## src/cksup_regs.vh

```
// Register map, field positions, reset values and timing counts of the
// clock switch / reset supervisor.
// Assumes a 20 MHz system clock; included by bare name.
`ifndef CKSUP_REGS_VH
`define CKSUP_REGS_VH

// ----------------------------------------------------------------
// Register offsets (word index on the plain register port)
// ----------------------------------------------------------------
`define CKSUP_ADDR_OSC_CTRL 2'h0
`define CKSUP_ADDR_RST_CTRL 2'h1
`define CKSUP_ADDR_CMD 2'h2

// ----------------------------------------------------------------
// Oscillator control fields
// ----------------------------------------------------------------
`define CKSUP_OSC_SWEN_BIT 0
`define CKSUP_OSC_CF_BIT 3
`define CKSUP_OSC_LOCK_BIT 5
`define CKSUP_OSC_NEW_OSC_GROUP_LSB 8
`define CKSUP_OSC_CURRENT_OSC_GROUP_LSB 12

// ----------------------------------------------------------------
// Reset control fields
// ----------------------------------------------------------------
`define CKSUP_RST_POR_BIT 0
`define CKSUP_RST_BOR_BIT 1
`define CKSUP_RST_SLEEP_BIT 3
`define CKSUP_RST_WATCHDOG_TIMEOUT_FLAG_BIT 4
`define CKSUP_RST_SOFTWARE_WATCHDOG_ENABLE_BIT 5
`define CKSUP_RST_SWR_BIT 6
`define CKSUP_RST_EXTR_BIT 7
`define CKSUP_RST_LOW_VOLTAGE_THRESHOLD_SELECT_LSB 8
`define CKSUP_RST_LOW_VOLTAGE_DETECT_ENABLE_BIT 12
`define CKSUP_RST_REFERENCE_STABLE_FLAG_BIT 13
`define CKSUP_RST_ILLEGAL_OP_RESET_BIT 14
`define CKSUP_RST_TRAP_LOCKUP_RESET_BIT 15

// ----------------------------------------------------------------
// Command register bits (write only)
// ----------------------------------------------------------------
`define CKSUP_CMD_WDT_CLEAR_BIT 0
`define CKSUP_CMD_SW_RESET_BIT 1
`define CKSUP_CMD_SLEEP_BIT 2

// ----------------------------------------------------------------
// Group codes, unlock keys, reset values
// ----------------------------------------------------------------
`define CKSUP_GRP_FRC 2'h1
`define CKSUP_KEY_LO1 8'h46
`define CKSUP_KEY_LO2 8'h57
`define CKSUP_KEY_HI1 8'h78
`define CKSUP_KEY_HI2 8'h9A
`define CKSUP_RST_CTRL_RESET 16'h0000

// ----------------------------------------------------------------
// Timing (time in its unit, count derived from the 50 ns period)
// ----------------------------------------------------------------
`define CKSUP_CLK_NS 50
`define CKSUP_BIAS_SETTLE_NS 10000
`define CKSUP_BIAS_SETTLE_CYC (`CKSUP_BIAS_SETTLE_NS / `CKSUP_CLK_NS)
`define CKSUP_POWER_UP_TIMER_4MS_NS 4000000
`define CKSUP_POWER_UP_TIMER_16MS_NS 16000000
`define CKSUP_POWER_UP_TIMER_64MS_NS 64000000
`define CKSUP_POWER_UP_TIMER_4MS_CYC (`CKSUP_POWER_UP_TIMER_4MS_NS / `CKSUP_CLK_NS)
`define CKSUP_POWER_UP_TIMER_16MS_CYC (`CKSUP_POWER_UP_TIMER_16MS_NS / `CKSUP_CLK_NS)
`define CKSUP_POWER_UP_TIMER_64MS_CYC (`CKSUP_POWER_UP_TIMER_64MS_NS / `CKSUP_CLK_NS)
`define CKSUP_FILTER_CYC 4

`endif

```

## src/cksup_pin_filter.v

```verilog
// Noise filter for the external reset input.
// Input is synchronous to clk; output changes only after a stable run.
`timescale 1ns/1ps
module cksup_pin_filter #(
  parameter LEN = 4
) (
  input wire clk,
  input wire rst_b,
  input wire pin_in_b,
  output reg pin_out_b
);
  reg [7:0] run_q;

  always @(posedge clk or negedge rst_b) begin
    if (!rst_b) begin
      run_q <= 8'h00;
      pin_out_b <= 1'b1;
    end else if (pin_in_b == pin_out_b) begin
      run_q <= 8'h00;
    end else if (run_q == LEN[7:0] - 8'h01) begin
      // Short pulses never reach this count
      run_q <= 8'h00;
      pin_out_b <= pin_in_b;
    end else begin
      run_q <= run_q + 8'h01;
    end
  end
endmodule // cksup_pin_filter

```

## src/cksup_top.v

```verilog
// Clock switch, fail-safe monitor, reset cause, power-up delay, watchdog.
// Registers on a plain port, read data one cycle after the read strobe.
`timescale 1ns/1ps
`include "cksup_regs.vh"

module cksup_top #(
  parameter WDT_W = 8,
  parameter POWER_UP_TIMER_4MS = `CKSUP_POWER_UP_TIMER_4MS_CYC,
  parameter POWER_UP_TIMER_16MS = `CKSUP_POWER_UP_TIMER_16MS_CYC,
  parameter POWER_UP_TIMER_64MS = `CKSUP_POWER_UP_TIMER_64MS_CYC
) (
  input wire clk,
  input wire rst_b,
  input wire [1:0] reg_addr,
  input wire [15:0] reg_wdata,
  input wire [1:0] reg_byte_en,
  input wire reg_wr,
  input wire reg_rd,
  output reg [15:0] reg_rdata,
  input wire por_event,
  input wire bor_event,
  input wire trap_lockup,
  input wire illegal_op,
  input wire external_reset_pin_b,
  input wire [1:0] osc_group_config,
  input wire [3:0] primary_osc_select,
  input wire [1:0] clock_monitor_config,
  input wire [1:0] power_up_delay_sel,
  input wire watchdog_config_enable,
  input wire clock_missing,
  input wire osc_started,
  input wire pll_locked,
  input wire reference_ready,
  input wire low_power_internal_rc_tick,
  output reg internal_system_reset_b,
  output reg [1:0] osc_group_sel,
  output reg [3:0] primary_sel,
  output reg clock_fail_trap,
  output reg wake_up
);
  localparam [3:0] ST_BIAS = 4'b0001;
  localparam [3:0] ST_POWER_UP_TIMER = 4'b0010;
  localparam [3:0] ST_RUN = 4'b0100;
  localparam [3:0] ST_SLEEP = 4'b1000;

  reg [3:0] state_q;
  reg [31:0] cnt_q;
  reg [1:0] current_osc_group_q;
  reg [1:0] new_osc_group_q;
  reg swen_q;
  reg cf_q;
  reg [15:0] reset_control_q;
  reg [1:0] lo_unlk_q;
  reg [1:0] hi_unlk_q;
  reg [WDT_W-1:0] wdt_q;
  reg ext_b_q;
  reg pwr_event_q;
  wire ext_filt_b;
  wire switch_ok;
  wire wdt_on;
  wire wdt_ovf;
  wire osc_wr;
  wire cmd_wr;
  wire fail_now;
  wire fail_rise;
  reg fail_q;
  reg [31:0] power_up_timer_len;

  function [7:0] byte_of;
    input [15:0] d;
    input hi;
    begin
      byte_of = hi ? d[15:8] : d[7:0];
    end
  endfunction

  cksup_pin_filter #(
    .LEN(`CKSUP_FILTER_CYC)
  ) u_filter (
    .clk(clk),
    .rst_b(rst_b),
    .pin_in_b(external_reset_pin_b),
    .pin_out_b(ext_filt_b)
  );

  // Upper config bit kills switching and monitor
  assign switch_ok = ~clock_monitor_config[1];
  assign wdt_on = watchdog_config_enable |
    reset_control_q[`CKSUP_RST_SOFTWARE_WATCHDOG_ENABLE_BIT];
  assign wdt_ovf = wdt_on & low_power_internal_rc_tick & (&wdt_q);
  assign osc_wr = reg_wr & (reg_addr == `CKSUP_ADDR_OSC_CTRL);
  assign cmd_wr = reg_wr & (reg_addr == `CKSUP_ADDR_CMD);

  always @* begin
    case (power_up_delay_sel)
      2'h1: power_up_timer_len = POWER_UP_TIMER_4MS;
      2'h2: power_up_timer_len = POWER_UP_TIMER_16MS;
      2'h3: power_up_timer_len = POWER_UP_TIMER_64MS;
      default: power_up_timer_len = 32'h0000_0000;
    endcase
  end

  // ----------------------------------------------------------------
  // Reset sequencer
  // ----------------------------------------------------------------
  always @(posedge clk or negedge rst_b) begin
    if (!rst_b) begin
      state_q <= ST_BIAS;
      cnt_q <= 32'h0000_0000;
      internal_system_reset_b <= 1'b0;
      wake_up <= 1'b0;
      ext_b_q <= 1'b1;
      pwr_event_q <= 1'b1;
    end else begin
      ext_b_q <= ext_filt_b;
      wake_up <= 1'b0;
      pwr_event_q <= por_event | bor_event;
      if (por_event | bor_event | ~ext_filt_b | trap_lockup |
          illegal_op | (cmd_wr & reg_wdata[`CKSUP_CMD_SW_RESET_BIT]) |
          (wdt_ovf & (state_q != ST_SLEEP))) begin
        // Overflow outside sleep resets the device
        state_q <= ST_BIAS;
        cnt_q <= 32'h0000_0000;
        internal_system_reset_b <= 1'b0;
      end else begin
        case (state_q)
          ST_BIAS: begin
            cnt_q <= cnt_q + 32'h0000_0001;
            if (cnt_q >= `CKSUP_BIAS_SETTLE_CYC - 1) begin
              state_q <= ST_POWER_UP_TIMER;
              cnt_q <= 32'h0000_0000;
            end
          end
          ST_POWER_UP_TIMER: begin
            cnt_q <= cnt_q + 32'h0000_0001;
            if (cnt_q >= power_up_timer_len) begin
              state_q <= ST_RUN;
              internal_system_reset_b <= 1'b1;
            end
          end
          ST_RUN: begin
            if (cmd_wr & reg_wdata[`CKSUP_CMD_SLEEP_BIT])
              state_q <= ST_SLEEP;
          end
          ST_SLEEP: begin
            // Timeout in sleep wakes instead of reset
            if (wdt_ovf) begin
              state_q <= ST_RUN;
              wake_up <= 1'b1;
            end
          end
          default: state_q <= ST_BIAS;
        endcase
      end
    end
  end

  // ----------------------------------------------------------------
  // Failure detection
  // ----------------------------------------------------------------
  // Slow start: oscillator still absent once the delays ran out
  // One trap per failure: a held fault must not retrigger every cycle,
  // while a later fault after recovery still gets its own trap
  assign fail_now = switch_ok & (clock_missing |
    ((state_q == ST_RUN) & ~osc_started));
  assign fail_rise = fail_now & ~fail_q;

  always @(posedge clk or negedge rst_b) begin
    if (!rst_b) begin
      fail_q <= 1'b0;
    end else begin
      fail_q <= fail_now;
    end
  end

  // ----------------------------------------------------------------
  // Oscillator control and unlock
  // ----------------------------------------------------------------
  always @(posedge clk or negedge rst_b) begin
    if (!rst_b) begin
      current_osc_group_q <= 2'h0;
      new_osc_group_q <= 2'h0;
      swen_q <= 1'b0;
      cf_q <= 1'b0;
      lo_unlk_q <= 2'h0;
      hi_unlk_q <= 2'h0;
      clock_fail_trap <= 1'b0;
      osc_group_sel <= 2'h0;
      primary_sel <= 4'h0;
    end else begin
      clock_fail_trap <= 1'b0;
      // Any other write ends a partial or open unlock
      lo_unlk_q <= 2'h0;
      hi_unlk_q <= 2'h0;
      if (osc_wr & reg_byte_en[0]) begin
        // Low byte key pair, then one open write
        if (lo_unlk_q == 2'h2) begin
          new_osc_group_q <= new_osc_group_q;
          swen_q <= reg_wdata[`CKSUP_OSC_SWEN_BIT];
        end else if (byte_of(reg_wdata, 1'b0) == `CKSUP_KEY_LO1)
          lo_unlk_q <= 2'h1;
        else if (lo_unlk_q == 2'h1 &&
                 byte_of(reg_wdata, 1'b0) == `CKSUP_KEY_LO2)
          lo_unlk_q <= 2'h2;
      end
      if (osc_wr & reg_byte_en[1]) begin
        // High byte key pair, then one open write
        if (hi_unlk_q == 2'h2)
          new_osc_group_q <= reg_wdata[`CKSUP_OSC_NEW_OSC_GROUP_LSB+1:`CKSUP_OSC_NEW_OSC_GROUP_LSB];
        else if (byte_of(reg_wdata, 1'b1) == `CKSUP_KEY_HI1)
          hi_unlk_q <= 2'h1;
        else if (hi_unlk_q == 2'h1 &&
                 byte_of(reg_wdata, 1'b1) == `CKSUP_KEY_HI2)
          hi_unlk_q <= 2'h2;
      end
      if (pwr_event_q) begin
        current_osc_group_q <= osc_group_config;
        new_osc_group_q <= osc_group_config;
        swen_q <= 1'b0;
        cf_q <= 1'b0;
      end else if (fail_rise) begin
        // Fall back to FAST_INTERNAL_RC, flag, drop enable
        current_osc_group_q <= `CKSUP_GRP_FRC;
        cf_q <= 1'b1;
        swen_q <= 1'b0;
        clock_fail_trap <= 1'b1;
      end else if (switch_ok & swen_q & osc_started) begin
        // Switch completes once the oscillator has started and clears the enable
        current_osc_group_q <= new_osc_group_q;
        swen_q <= 1'b0;
      end
      // Configuration drives selection when switching off
      osc_group_sel <= switch_ok ? current_osc_group_q : osc_group_config;
      primary_sel <= primary_osc_select;
    end
  end

  // ----------------------------------------------------------------
  // Reset cause, watchdog and low-voltage control
  // ----------------------------------------------------------------
  always @(posedge clk or negedge rst_b) begin
    if (!rst_b) begin
      reset_control_q <= `CKSUP_RST_CTRL_RESET;
      wdt_q <= {WDT_W{1'b0}};
    end else begin
      // Counts on the RC tick only
      if (!wdt_on || (cmd_wr & reg_wdata[`CKSUP_CMD_WDT_CLEAR_BIT]) ||
          state_q == ST_BIAS)
        wdt_q <= {WDT_W{1'b0}};
      else if (low_power_internal_rc_tick)
        wdt_q <= wdt_q + {{(WDT_W-1){1'b0}}, 1'b1};
      if (reg_wr && reg_addr == `CKSUP_ADDR_RST_CTRL) begin
        if (reg_byte_en[0])
          reset_control_q[7:0] <= reg_wdata[7:0];
        if (reg_byte_en[1])
          reset_control_q[15:14] <= reg_wdata[15:14];
        if (reg_byte_en[1])
          reset_control_q[12:8] <= reg_wdata[12:8];
      end
      reset_control_q[`CKSUP_RST_REFERENCE_STABLE_FLAG_BIT] <= reference_ready;
      // Causes set after any software write
      if (por_event)
        reset_control_q[`CKSUP_RST_POR_BIT] <= 1'b1;
      if (bor_event)
        reset_control_q[`CKSUP_RST_BOR_BIT] <= 1'b1;
      if (~ext_filt_b & ext_b_q) begin
        reset_control_q[`CKSUP_RST_EXTR_BIT] <= 1'b1;
        reset_control_q[`CKSUP_RST_SLEEP_BIT] <= (state_q == ST_SLEEP);
      end
      if (cmd_wr & reg_wdata[`CKSUP_CMD_SW_RESET_BIT])
        reset_control_q[`CKSUP_RST_SWR_BIT] <= 1'b1;
      if (trap_lockup)
        reset_control_q[`CKSUP_RST_TRAP_LOCKUP_RESET_BIT] <= 1'b1;
      if (illegal_op)
        reset_control_q[`CKSUP_RST_ILLEGAL_OP_RESET_BIT] <= 1'b1;
      if (cmd_wr & reg_wdata[`CKSUP_CMD_SLEEP_BIT])
        reset_control_q[`CKSUP_RST_SLEEP_BIT] <= 1'b1;
      if (wdt_ovf) begin
        // Wake clears timeout flag; reset sets it
        reset_control_q[`CKSUP_RST_WATCHDOG_TIMEOUT_FLAG_BIT] <= (state_q != ST_SLEEP);
      end
    end
  end

  // ----------------------------------------------------------------
  // Read port
  // ----------------------------------------------------------------
  always @(posedge clk or negedge rst_b) begin
    if (!rst_b) begin
      reg_rdata <= 16'h0000;
    end else if (reg_rd) begin
      case (reg_addr)
        // Current group, lock and fail flag
        `CKSUP_ADDR_OSC_CTRL: reg_rdata <= {2'h0, current_osc_group_q, 2'h0, new_osc_group_q,
          2'h0, pll_locked, 1'b0, cf_q, 2'h0, swen_q};
        `CKSUP_ADDR_RST_CTRL: reg_rdata <= reset_control_q;
        default: reg_rdata <= 16'h0000;
      endcase
    end else begin
      reg_rdata <= 16'h0000;
    end
  end
endmodule // cksup_top

```

## config.mk

```make
export PLATFORM = sky130hd
export DESIGN_NAME = cksup_top
export DESIGN_NICKNAME = d
export VERILOG_FILES = /design/src/cksup_pin_filter.v /design/src/cksup_top.v
export VERILOG_INCLUDE_DIRS = /design/src
export SDC_FILE = /design/constraint.sdc
export NUM_CORES = 1
export LEC_CHECK = 0
export BUFFER_PORTS_ARGS = -buffer_cell sky130_fd_sc_hd__buf_4
export CAP_MARGIN = 20
export CORE_UTILIZATION = 56
export CTS_BUF_LIST = sky130_fd_sc_hd__clkbuf_2
export CTS_CLUSTER_DIAMETER = 60
export CTS_CLUSTER_SIZE = 24
export DETAILED_ROUTE_END_ITERATION = 7
export PLACE_DENSITY = 0.77
export REMOVE_ABC_BUFFERS = 1
export SETUP_SLACK_MARGIN = 0.1
export SLEW_MARGIN = 20
export SYNTH_ARGS = -nofsm -noshare
export SYNTH_HDL_FRONTEND = slang
export SYNTH_SLANG_ARGS = --single-unit
export TNS_END_PERCENT = 30
```

## constraint.sdc

```tcl
create_clock -name clk -period 6.4 [get_ports clk]
set_input_delay 0.32 -clock clk [delete_from_list [all_inputs] [get_ports clk]]
set_output_delay 0.32 -clock clk [all_outputs]
set_load 0.03 [all_outputs]
```

# After elaboration in Yosys (flattened, before gate mapping)
# Cells that the tools add are included.
# W data, S select, Z words.
[classes]
n_div = 0
bitwise = 29
mux = 59
add_sub_neg = 3
eq_ne = 24
magnitude_cmp = 2
n_reduce_logical = 49
n_mul = 0
shifts = 0
[op_table]
columns = ["operator", "count"]
rows = [
  ["$mux W32", 2],
  ["$pmux W32 S2", 1],
  ["$pmux W21 S3", 1],
  ["$mux W8", 6],
  ["$reduce_bool A2 Y1", 20],
  ["$mux W2", 17],
  ["$add A32 B1 Y32 const B", 1],
  ["$ge A32 B32 Y1", 1],
  ["$ge A32 B8 Y1 const B", 1],
  ["$pmux W16 S2", 1],
  ["$reduce_and A2 Y1", 14],
  ["$eq A8 B7 Y1 const B", 3],
  ["$mux W1", 24],
  ["$mux W4", 5],
  ["$add A8 B1 Y8 const B", 2],
  ["$and A1 B1 Y1", 16],
  ["$mux W16", 1],
  ["$pmux W4 S4", 1],
  ["$reduce_bool A3 Y1", 4],
  ["$eq A2 B2 Y1 const B", 5],
  ["$ne A3 B3 Y1 const B", 3],
  ["$eq A2 B1 Y1 const B", 4],
  ["$eq A8 B2 Y1 const B", 1],
  ["$eq A8 B8 Y1 const B", 1],
  ["16 further kinds", 31],
]
[word_totals]
in_bits = 45
elab_cells = 197
mem_bits_rw = 0
ff_bits = 107
romBits = 0
latch_bits = 0
n_memories = 0
out_inout_bits = 25

# Logic depth before layout (Yosys ltp)
# Gate-level depths: netlist of run 1.
[depth]
depth_word = 8
ltp_mapped = 9
ltp_nobuf = 9

# Modules after synthesis
# Synthesis of run 1 repeated with hierarchy kept, for this count alone.
[unflattened]
cells_unflattened = 511
hier_area_um2 = 5316.3
[modules_own_cells]
columns = ["module", "seq_area_each_um2", "cells_per_inst", "area_each_um2", "instances"]
rows = [
  ["cksup_top", 2456.1, 469, 4872.2, 1],
  ["cksup_pin_filter", 226.5, 42, 444.2, 1],
]

# Worst setup path before layout of run 1
# No wires, ideal clock.
[synth_timing]
path_type = "register to register"
startpoint = "register state_q[0]"
endpoint = "register cnt_q[29]"
arrival_time_ns = 2.142
synth_period_minus_slack_ns = 2.211
n_path_buf = 1
setup_time_ns = 0.069
required_time_ns = 6.331
path_slack_ns = 4.189
path_stages_with_launch = 7
path_cell_list = "dfstp_2 > or2b_2 > or2_0 > buf_2 > or4_4 > a2111o_1 > nand3_1"
[synth_between]
elab_chain_cells = 4
elab_cells_between_ends = 8
classes_between = "eq/ne: 3; mux: 2; bitwise: 2; reduce/logical: 1"
[synth_lines]
columns = ["item", "line_no", "source"]
rows = [
  ["start, declared", "cksup_top.v:46", "reg [3:0] state_q;"],
  ["start signal, assigned", "cksup_top.v:108", "state_q <= ST_BIAS;"],
  ["start signal, assigned", "cksup_top.v:122", "state_q <= ST_BIAS;"],
  ["start signal, assigned", "cksup_top.v:130", "state_q <= ST_POWER_UP_TIMER;"],
  ["$ne A4 B4 Y1", "cksup_top.v:120", "(wdt_ovf & (state_q != ST_SLEEP))) begin"],
  ["$and A1 B1 Y1", "cksup_top.v:120", ""],
  ["$or A1 B1 Y1", "cksup_top.v:118", "if (por_event | bor_event | ~ext_filt_b | trap_lockup |"],
  ["$reduce_bool A3 Y1 (no line) or $mux W32 (tied branches)", "-", ""],
  ["end signal, assigned", "cksup_top.v:128", "cnt_q <= cnt_q + 32'h0000_0001;"],
  ["end signal, assigned", "cksup_top.v:135", "cnt_q <= cnt_q + 32'h0000_0001;"],
  ["end, declared", "cksup_top.v:47", "reg [31:0] cnt_q;"],
]
# Parallel ways exist; a longest one is shown, timed or not.
# A chain may end at the register's enable or synchronous reset.

# Worst setup path after layout of run 1
[layout_timing]
startpoint = "input port por_event"
endpoint = "register cnt_q[1]"
[layout_between]
elab_chain_cells = 7
elab_cells_between_ends = 8
classes_between = "mux: 1; bitwise: 6; reduce/logical: 1"
[layout_lines]
columns = ["item", "line_no", "source"]
rows = [
  ["start, declared", "cksup_top.v:20", "input wire por_event,"],
  ["$or A1 B1 Y1 (*) (6 in a row)", "cksup_top.v:118", ""],
  ["$reduce_bool A3 Y1 (no line) or $mux W32 (tied branches)", "-", ""],
]
# Every way passes the cells marked *; elsewhere a longest branch is shown, timed or not.

==> metrics.yaml, run 1 <==
critical_path:
  timing.rr.end: "cnt_q[1]$_DFFE_PN0P_"
  crit_arrival_ps: 3730
  endpoint: "cnt_q[1]$_DFFE_PN0P_"
  reg2reg_setup_slack_ps: 3300
  r2r-start: "state_q[1]$_DFFE_PN0P_"
  crit_type: "input port to register"
  end_kind: "register"
  setup.worst_path.start_class: "input port"
  cp_max_fo: 19
  critPathRequiredTime_ps: 6970
  cp-startpoint: "por_event"
  ff2ff_path_depth: 5
timing:
  hold_violations: 0
  min_period_over_period_pct: 49.3
  rsz0062_at_grt: "false"
  fin_setup_tns_ps: 0
  tightest_slew_ps: 1100
  relSlewSlack_pct: 26.4
  min_period_ps: 3160
  slew_viol_final: 0
  holdWs_ps: 37.3
  fmax_mhz: 317
  setup_violations: 0
  clock_skew_ps: 34.7
layout:
  n_antenna_cell: 0
  area_growth_pct: 20.2
  final_common_cell: "dfrtp_1"
  nNetsFinal: 717
  drive_above_1_share_pct: 17.9
  fin_area_mm2: 0.00669
  layout_common_cells: "dfrtp_1 (103), buf_4 (72), nor2_1 (59)"
drt:
  wl_per_cell_um: 17.3
  viasPerCell: 5.99
  vias: 4743
  drc_errors: 0
  drtIter0Drc: 264
  dr.pass1.iters: 5
  antenna_left: 0
  routed_wl_mm: 13.7
yosys:
  yosysSeqAreaShare_pct: 48.2
  yosysWarnings: 0
  syn_area_mm2: 0.00556
  ys_ff_latch: 107
  synth.distinct_cells: 59
  synthCells: 547
  synth-main-ff-cell: "dfrtp_1"
  synth_edf_count: 0
  syn_avg_cell_area_um2: 10.2
  synthArstFlopShare_pct: 100
placement:
  dpl.hpwl_mm: 9.27
  place_area_mm2: 0.00616
  place_congestion: 0.880
  numPortBuffers: 68
die:
  io_pins: 70
  die_area_mm2: 0.0103
  die_width_um: 102
  die_h_um: 102
  coreArea_mm2: 0.00968
  start_util_pct: 57.5
  core.rowCount: 36
pwr:
  peakVddDrop_mv: 0.254
  p_leak_nw: 3.00
  power_density_mw_per_mm2: 191
  p_total_mw: 1.28
cts:
  clk_latency_ps: 630
  cts_tree: "done"
  cts_root_buffer: "clkbuf_2"
  clk_pin_slew_ps: 300
  hold_buffers: 40
  clockBufferDepth: 2
  htreeDepth: 3
  postCtsResizedCells: 0
  clock_sinks: 107
  cts_buffers: 9
  postCtsSetupBuffers: 0
min_path:
  min_path_type: "input port to register"
global_route:
  grt_pass1_wl_mm: 23.2
  overflow: 0
  grt_pass1_vias: 4940
  grt_max_degree: 83
  grt.total_usage_pct: 29.1
  antenna_found_initial: 0
job:
  maxCapViolations: 0
outcome:
  status: "completed"
## cell usage after synthesis, types with 3 or more instances
library cell,instances,area [um2]
a211o_1,6,52.6
a21oi_1,21,105
and3_1,21,131
buf_2,6,30.0
clkbuf_1,6,22.5
clkbuf_8,3,41.3
dfrtp_1,103,2580
dfstp_2,4,105
ha_1,18,225
inv_1,26,97.6
mux2_2,12,135
mux2i_1,16,160
nand2_1,42,158
nand2b_1,3,18.8
nand3_1,15,75.1
nand4_1,19,119
nand4b_1,5,43.8
nor2_1,59,221
nor2b_1,3,18.8
nor3_1,14,70.1
nor4_1,14,87.6
nor4b_1,5,43.8
o2111ai_1,5,43.8
o211ai_1,6,45.0
o21ai_0,15,75.1
o221ai_1,3,26.3
o311ai_0,7,61.3
o31ai_1,13,97.6
or2_2,3,18.8
or3_1,8,50.1
or4_1,8,60.1
xnor2_1,9,78.8
xor2_1,15,131
## layer usage
metal  global-route usage [%]  share of wire (%)
met5                        0                  0
met4                     8.47                2.1
met3                     5.87                3.2
met2                     52.5                 52
met1                     35.0                 43
## power breakdown
group / leakage (nW) / switching (mW) / internal [mW]
Combinational: 1.52 / 0.101 / 0.0892
Sequential: 1.40 / 0.0333 / 0.725
Clock: 0.0735 / 0.235 / 0.0939
## flip-flops by register name, summed over array words and instances (netlist names), 2 cells and up
register / count
cnt_q: 32
reg_rdata: 16
reset_control_q: 16
u_filter.run_q: 8
wdt_q: 8
primary_sel: 4
state_q: 4
current_osc_group_q: 2
hi_unlk_q: 2
lo_unlk_q: 2
new_osc_group_q: 2
osc_group_sel: 2
## per-stage QoR
| stage | cells | util, % | worst slack (ps) |
|---|---|---|---|
| 2_1_floorplan | 530 | - | 3660 |
| 3_3_place_gp | 736 | 63.6 | 3310 |
| 3_5_place_dp | 736 | 63.6 | 3190 |
| 4_1_cts | 792 | 69.0 | 3320 |
| 5_1_grt | 792 | 69.0 | 3050 |
| 6_report | 792 | 69.0 | 3240 |
## kinds of logic after synthesis
kind of cell               count (synthesis)  share of synthesized area [%]
and+or+nand+nor                          239                           23.8
adders and majority gates                 18                           4.05
xor gates and xnor gates                  24                           3.78
DFF                                      107                           48.2
buffers and inverters                     43                           3.85
muxes                                     28                           5.31
AOI/OAI and AO/OA                         88                           11.0
## final cells by class
cell class / count / area (um2)
Fill cell: 725 / 3000
Sequential cell: 107 / 2680
Multi-Input combinational cell: 397 / 2670
Timing Repair Buffer: 113 / 952
Tap cell: 133 / 166
Inverter: 26 / 97.6
Clock inverter: 7 / 75.1
Clock buffer: 9 / 45.0
## worst max-delay path, cell delays in order
cell and delay (ps):
dlygate4sd3_1 550, buf_4 150, nor4_1 460, nand3_2 430
nor2_1 980, o21ai_0 520, o21ai_0 310
## worst min path at each step
| stage | depth (start not counted) | endpoint | startpoint |
|---|---|---|---|
| global route | 4 | reset_control_q[15]$_DFFE_PN0P_ | reg_wdata[15] |
| global placement | 1 | primary_sel[0]$_DFF_PN0_ | rst_b |
| finish | 4 | reset_control_q[15]$_DFFE_PN0P_ | reg_wdata[15] |
| floorplan | 0 | cf_q$_DFFE_PN0P_ | rst_b |
| detailed placement | 1 | primary_sel[0]$_DFF_PN0_ | rst_b |
| CTS | 4 | reset_control_q[14]$_DFFE_PN0P_ | reg_wdata[14] |
Note: power is estimated with default switching activity, not from simulation.
==> run 2: changes to the inputs <==
--- a/config.mk
+++ b/config.mk
@@ -6,6 +6,7 @@
 export SDC_FILE = /design/constraint.sdc
 export NUM_CORES = 1
 export LEC_CHECK = 0
+export ABC_AREA = 1
 export BUFFER_PORTS_ARGS = -buffer_cell sky130_fd_sc_hd__buf_4
 export CAP_MARGIN = 20
 export CORE_UTILIZATION = 56
==> constraint.sdc (replaced) <==
create_clock -name clk -period 3.1 [get_ports clk]
set_input_delay 0.155 -clock clk [delete_from_list [all_inputs] [get_ports clk]]
set_output_delay 0.155 -clock clk [all_outputs]
set_load 0.03 [all_outputs]
==> metrics.yaml, run 2 <==
yosys:
  synth_edf_count: 0
  synthCells: 757
  yosysTopAreaCell: "dfrtp_1"
  syn_area_mm2: 0.00585
  synth.top_cell.area_share_pct: 44.0
  synth-main-ff-cell: "dfrtp_1"
  yosys-top-cells-count: "nand2_1 (168), nor2_1 (105), dfrtp_1 (103)"
  synth_area_leaders: "dfrtp_1 (44%), nand2_1 (11%), nor2_1 (6.7%)"
  synthArstFlopShare_pct: 100
  synth.distinct_cells: 40
  syn_avg_cell_area_um2: 7.73
  yosysWarnings: 0
  yosysSeqAreaShare_pct: 45.8
  yosysMostFrequentCell: "nand2_1"
  ys_ff_latch: 107
pwr:
  p_leak_nw: 3.43
  seqPwrFrac_pct: 59.9
  p_int_mw: 1.79
  power_density_mw_per_mm2: 359
  peakVddDrop_mv: 0.269
  switching_share_pct: 30.9
  p_sw_mw: 0.798
  pwr-share-clk_pct: 22.5
  power_frac_comb_pct: 17.7
cts:
  cts_buffers: 9
  clockBufferDepth: 2
  clk_pin_slew_ps: 260
  clk_latency_ps: 610
  postCtsResizedCells: 0
  cts_root_buffer: "clkbuf_2"
  htreeDepth: 3
  clock_sinks: 107
  cts_tree: "done"
layout:
  final_common_cell: "nand2_1"
  layout_common_cells: "nand2_1 (168), nor2_1 (105), dfrtp_1 (103)"
  n_antenna_cell: 0
  largestRegisters: "cnt_q x32, reg_rdata x16, reset_control_q x16"
  largest_register_ffs: 32
  fillers: 759
  finish.utilization_pct: 72.5
  drive_above_1_share_pct: 14.6
  area_growth_pct: 23.3
  nNetsFinal: 955
  largest_register: "cnt_q"
timing:
  fmax_mhz: 415
  relSlewSlack_pct: 53.3
  hold_violations: 0
  rsz0062_at_grt: "false"
  fin_setup_tns_ps: 0
  min_period_ps: 2410
  slew_viol_final: 0
  min_period_over_period_pct: 77.7
  setup_violations: 0
  clock_skew_ps: 26.2
  tightest_slew_ps: 700
die:
  io_pins: 70
  die_area_mm2: 0.0109
  coreArea_mm2: 0.00995
  start_util_pct: 58.8
  die_h_um: 104
  core.rowCount: 36
  die_width_um: 104
job:
  maxCapViolations: 0
drt:
  drc_errors: 0
  drtIter0Drc: 478
  vias: 5693
  wl_per_cell_um: 15.5
  viasPerCell: 5.53
  antenna_left: 0
  dr.pass1.iters: 5
  routed_wl_mm: 16.0
critical_path:
  critPathRequiredTime_ps: 3660
  reg2reg_setup_slack_ps: 800
  crit_type: "input port to register"
  setup.worst_path.start_class: "input port"
  end_kind: "register"
  crit_arrival_ps: 2970
  cp_max_fo: 9
global_route:
  grt.total_usage_pct: 30.7
  grt_use_met1_pct: 38.4
  antenna_found_initial: 0
  grt_pass1_wl_mm: 26.6
  met2_usage_pct: 52.6
  grt_max_degree: 58
  top_usage_layer: "met2"
  met3_usage_pct: 4.64
  grt_pass1_vias: 5792
  overflow: 0
outcome:
  status: "completed"
placement:
  place_congestion: 0.917
  dpl.hpwl_mm: 10.8
  numPortBuffers: 68
min_path:
  min_path_type: "input port to register"
==> run 2: cells by family (layout without fill, tap and decap cells) <==
logic type / after synthesis / after routing / share of synthesized area [%]
fa+ha+maj: 18 / 18 / 3.85
compound gates: 88 / 88 / 8.00
xor+xnor: 12 / 12 / 1.92
simple gates: 415 / 415 / 32.6
flops: 107 / 107 / 45.8
buf+inv: 117 / 257 / 7.76
==> run 2: timing repair <==
| item | in CTS | in global routing |
|---|---|---|
| hold endpoints to repair | 105 | 1 |
| buffers inserted | 0 | 0 |
| hold buffers | 60 | 1 |
==> run 2: power by group through the flow <==
stage	clock [mW]	sequential [mW]	combinational, mW
3_3_place_gp	0	1.57	0.372
5_1_grt	0.645	1.56	0.506
3_5_place_dp	0	1.57	0.388
4_1_cts	0.580	1.55	0.448
2_1_floorplan	0	1.59	0.189
6_report	0.582	1.55	0.457
==> run 2: metrics by stage <==
| stage | total power, mW | area, um2 | worst slack [ps] | cells | hold slack, ps |
|---|---|---|---|---|---|
| final | 2.59 | 7210 | 690 | 1030 | 18.5 |
| after global routing | 2.71 | 7210 | 566 | 1030 | 12.5 |
| after CTS | 2.57 | 7200 | 759 | 1029 | 2.87 |
| after detailed placement | 1.96 | 6520 | 861 | 953 | 241 |
| after global placement | 1.94 | 6520 | 956 | 953 | 232 |
| after floorplan | 1.78 | 5810 | 1280 | 750 | -141 |
==> run 2: final cells by class <==
cell class                      instances  area (um2)  share of cell area [%]
Tap cell                              133         166                    2.31
Sequential cell                       107        2680                    37.2
Timing Repair Buffer                  131        1150                    15.9
Clock inverter                          7        42.5                   0.590
Clock buffer                            9        45.0                   0.624
Inverter                              110         413                    5.72
Multi-Input combinational cell        533        2720                    37.7
==> run 2: worst max-delay path: stages <==
cell and delay, ps:
dlygate4sd3_1 530, buf_4 120, inv_1 60, nor2_2 330, nand2_1 170, nor2_2 310
nand2_1 80, dlygate4sd3_1 560, o21ai_0 70, dlygate4sd3_1 570
==> run 2: worst paths after layout <==
| kind | startpoint | end | depth (start not counted) |
|---|---|---|---|
| min in group asynchronous | rst_b | wdt_q[0]$_DFFE_PN0P_ | 2 |
| setup / recovery | reg_addr[0] | reset_control_q[11]$_DFFE_PN0P_ | 10 |
| hold reg to reg | u_filter.pin_out_b$_DFFE_PN1P_ | ext_b_q$_DFF_PN1_ | 0 |
| setup reg to reg | lo_unlk_q[0]$_DFF_PN0_ | swen_q$_DFFE_PN0P_ | 6 |
| max in group asynchronous | rst_b | pwr_event_q$_DFF_PN1_ | 3 |
| hold / removal | reg_byte_en[1] | reset_control_q[14]$_DFFE_PN0P_ | 4 |
==> run 2: layer usage <==
metal  wire length (um)  share of wire [%]
met1               6550                 41
met2               8070                 51
met3                937                5.9
met4                397                2.5
met5                  0                  0
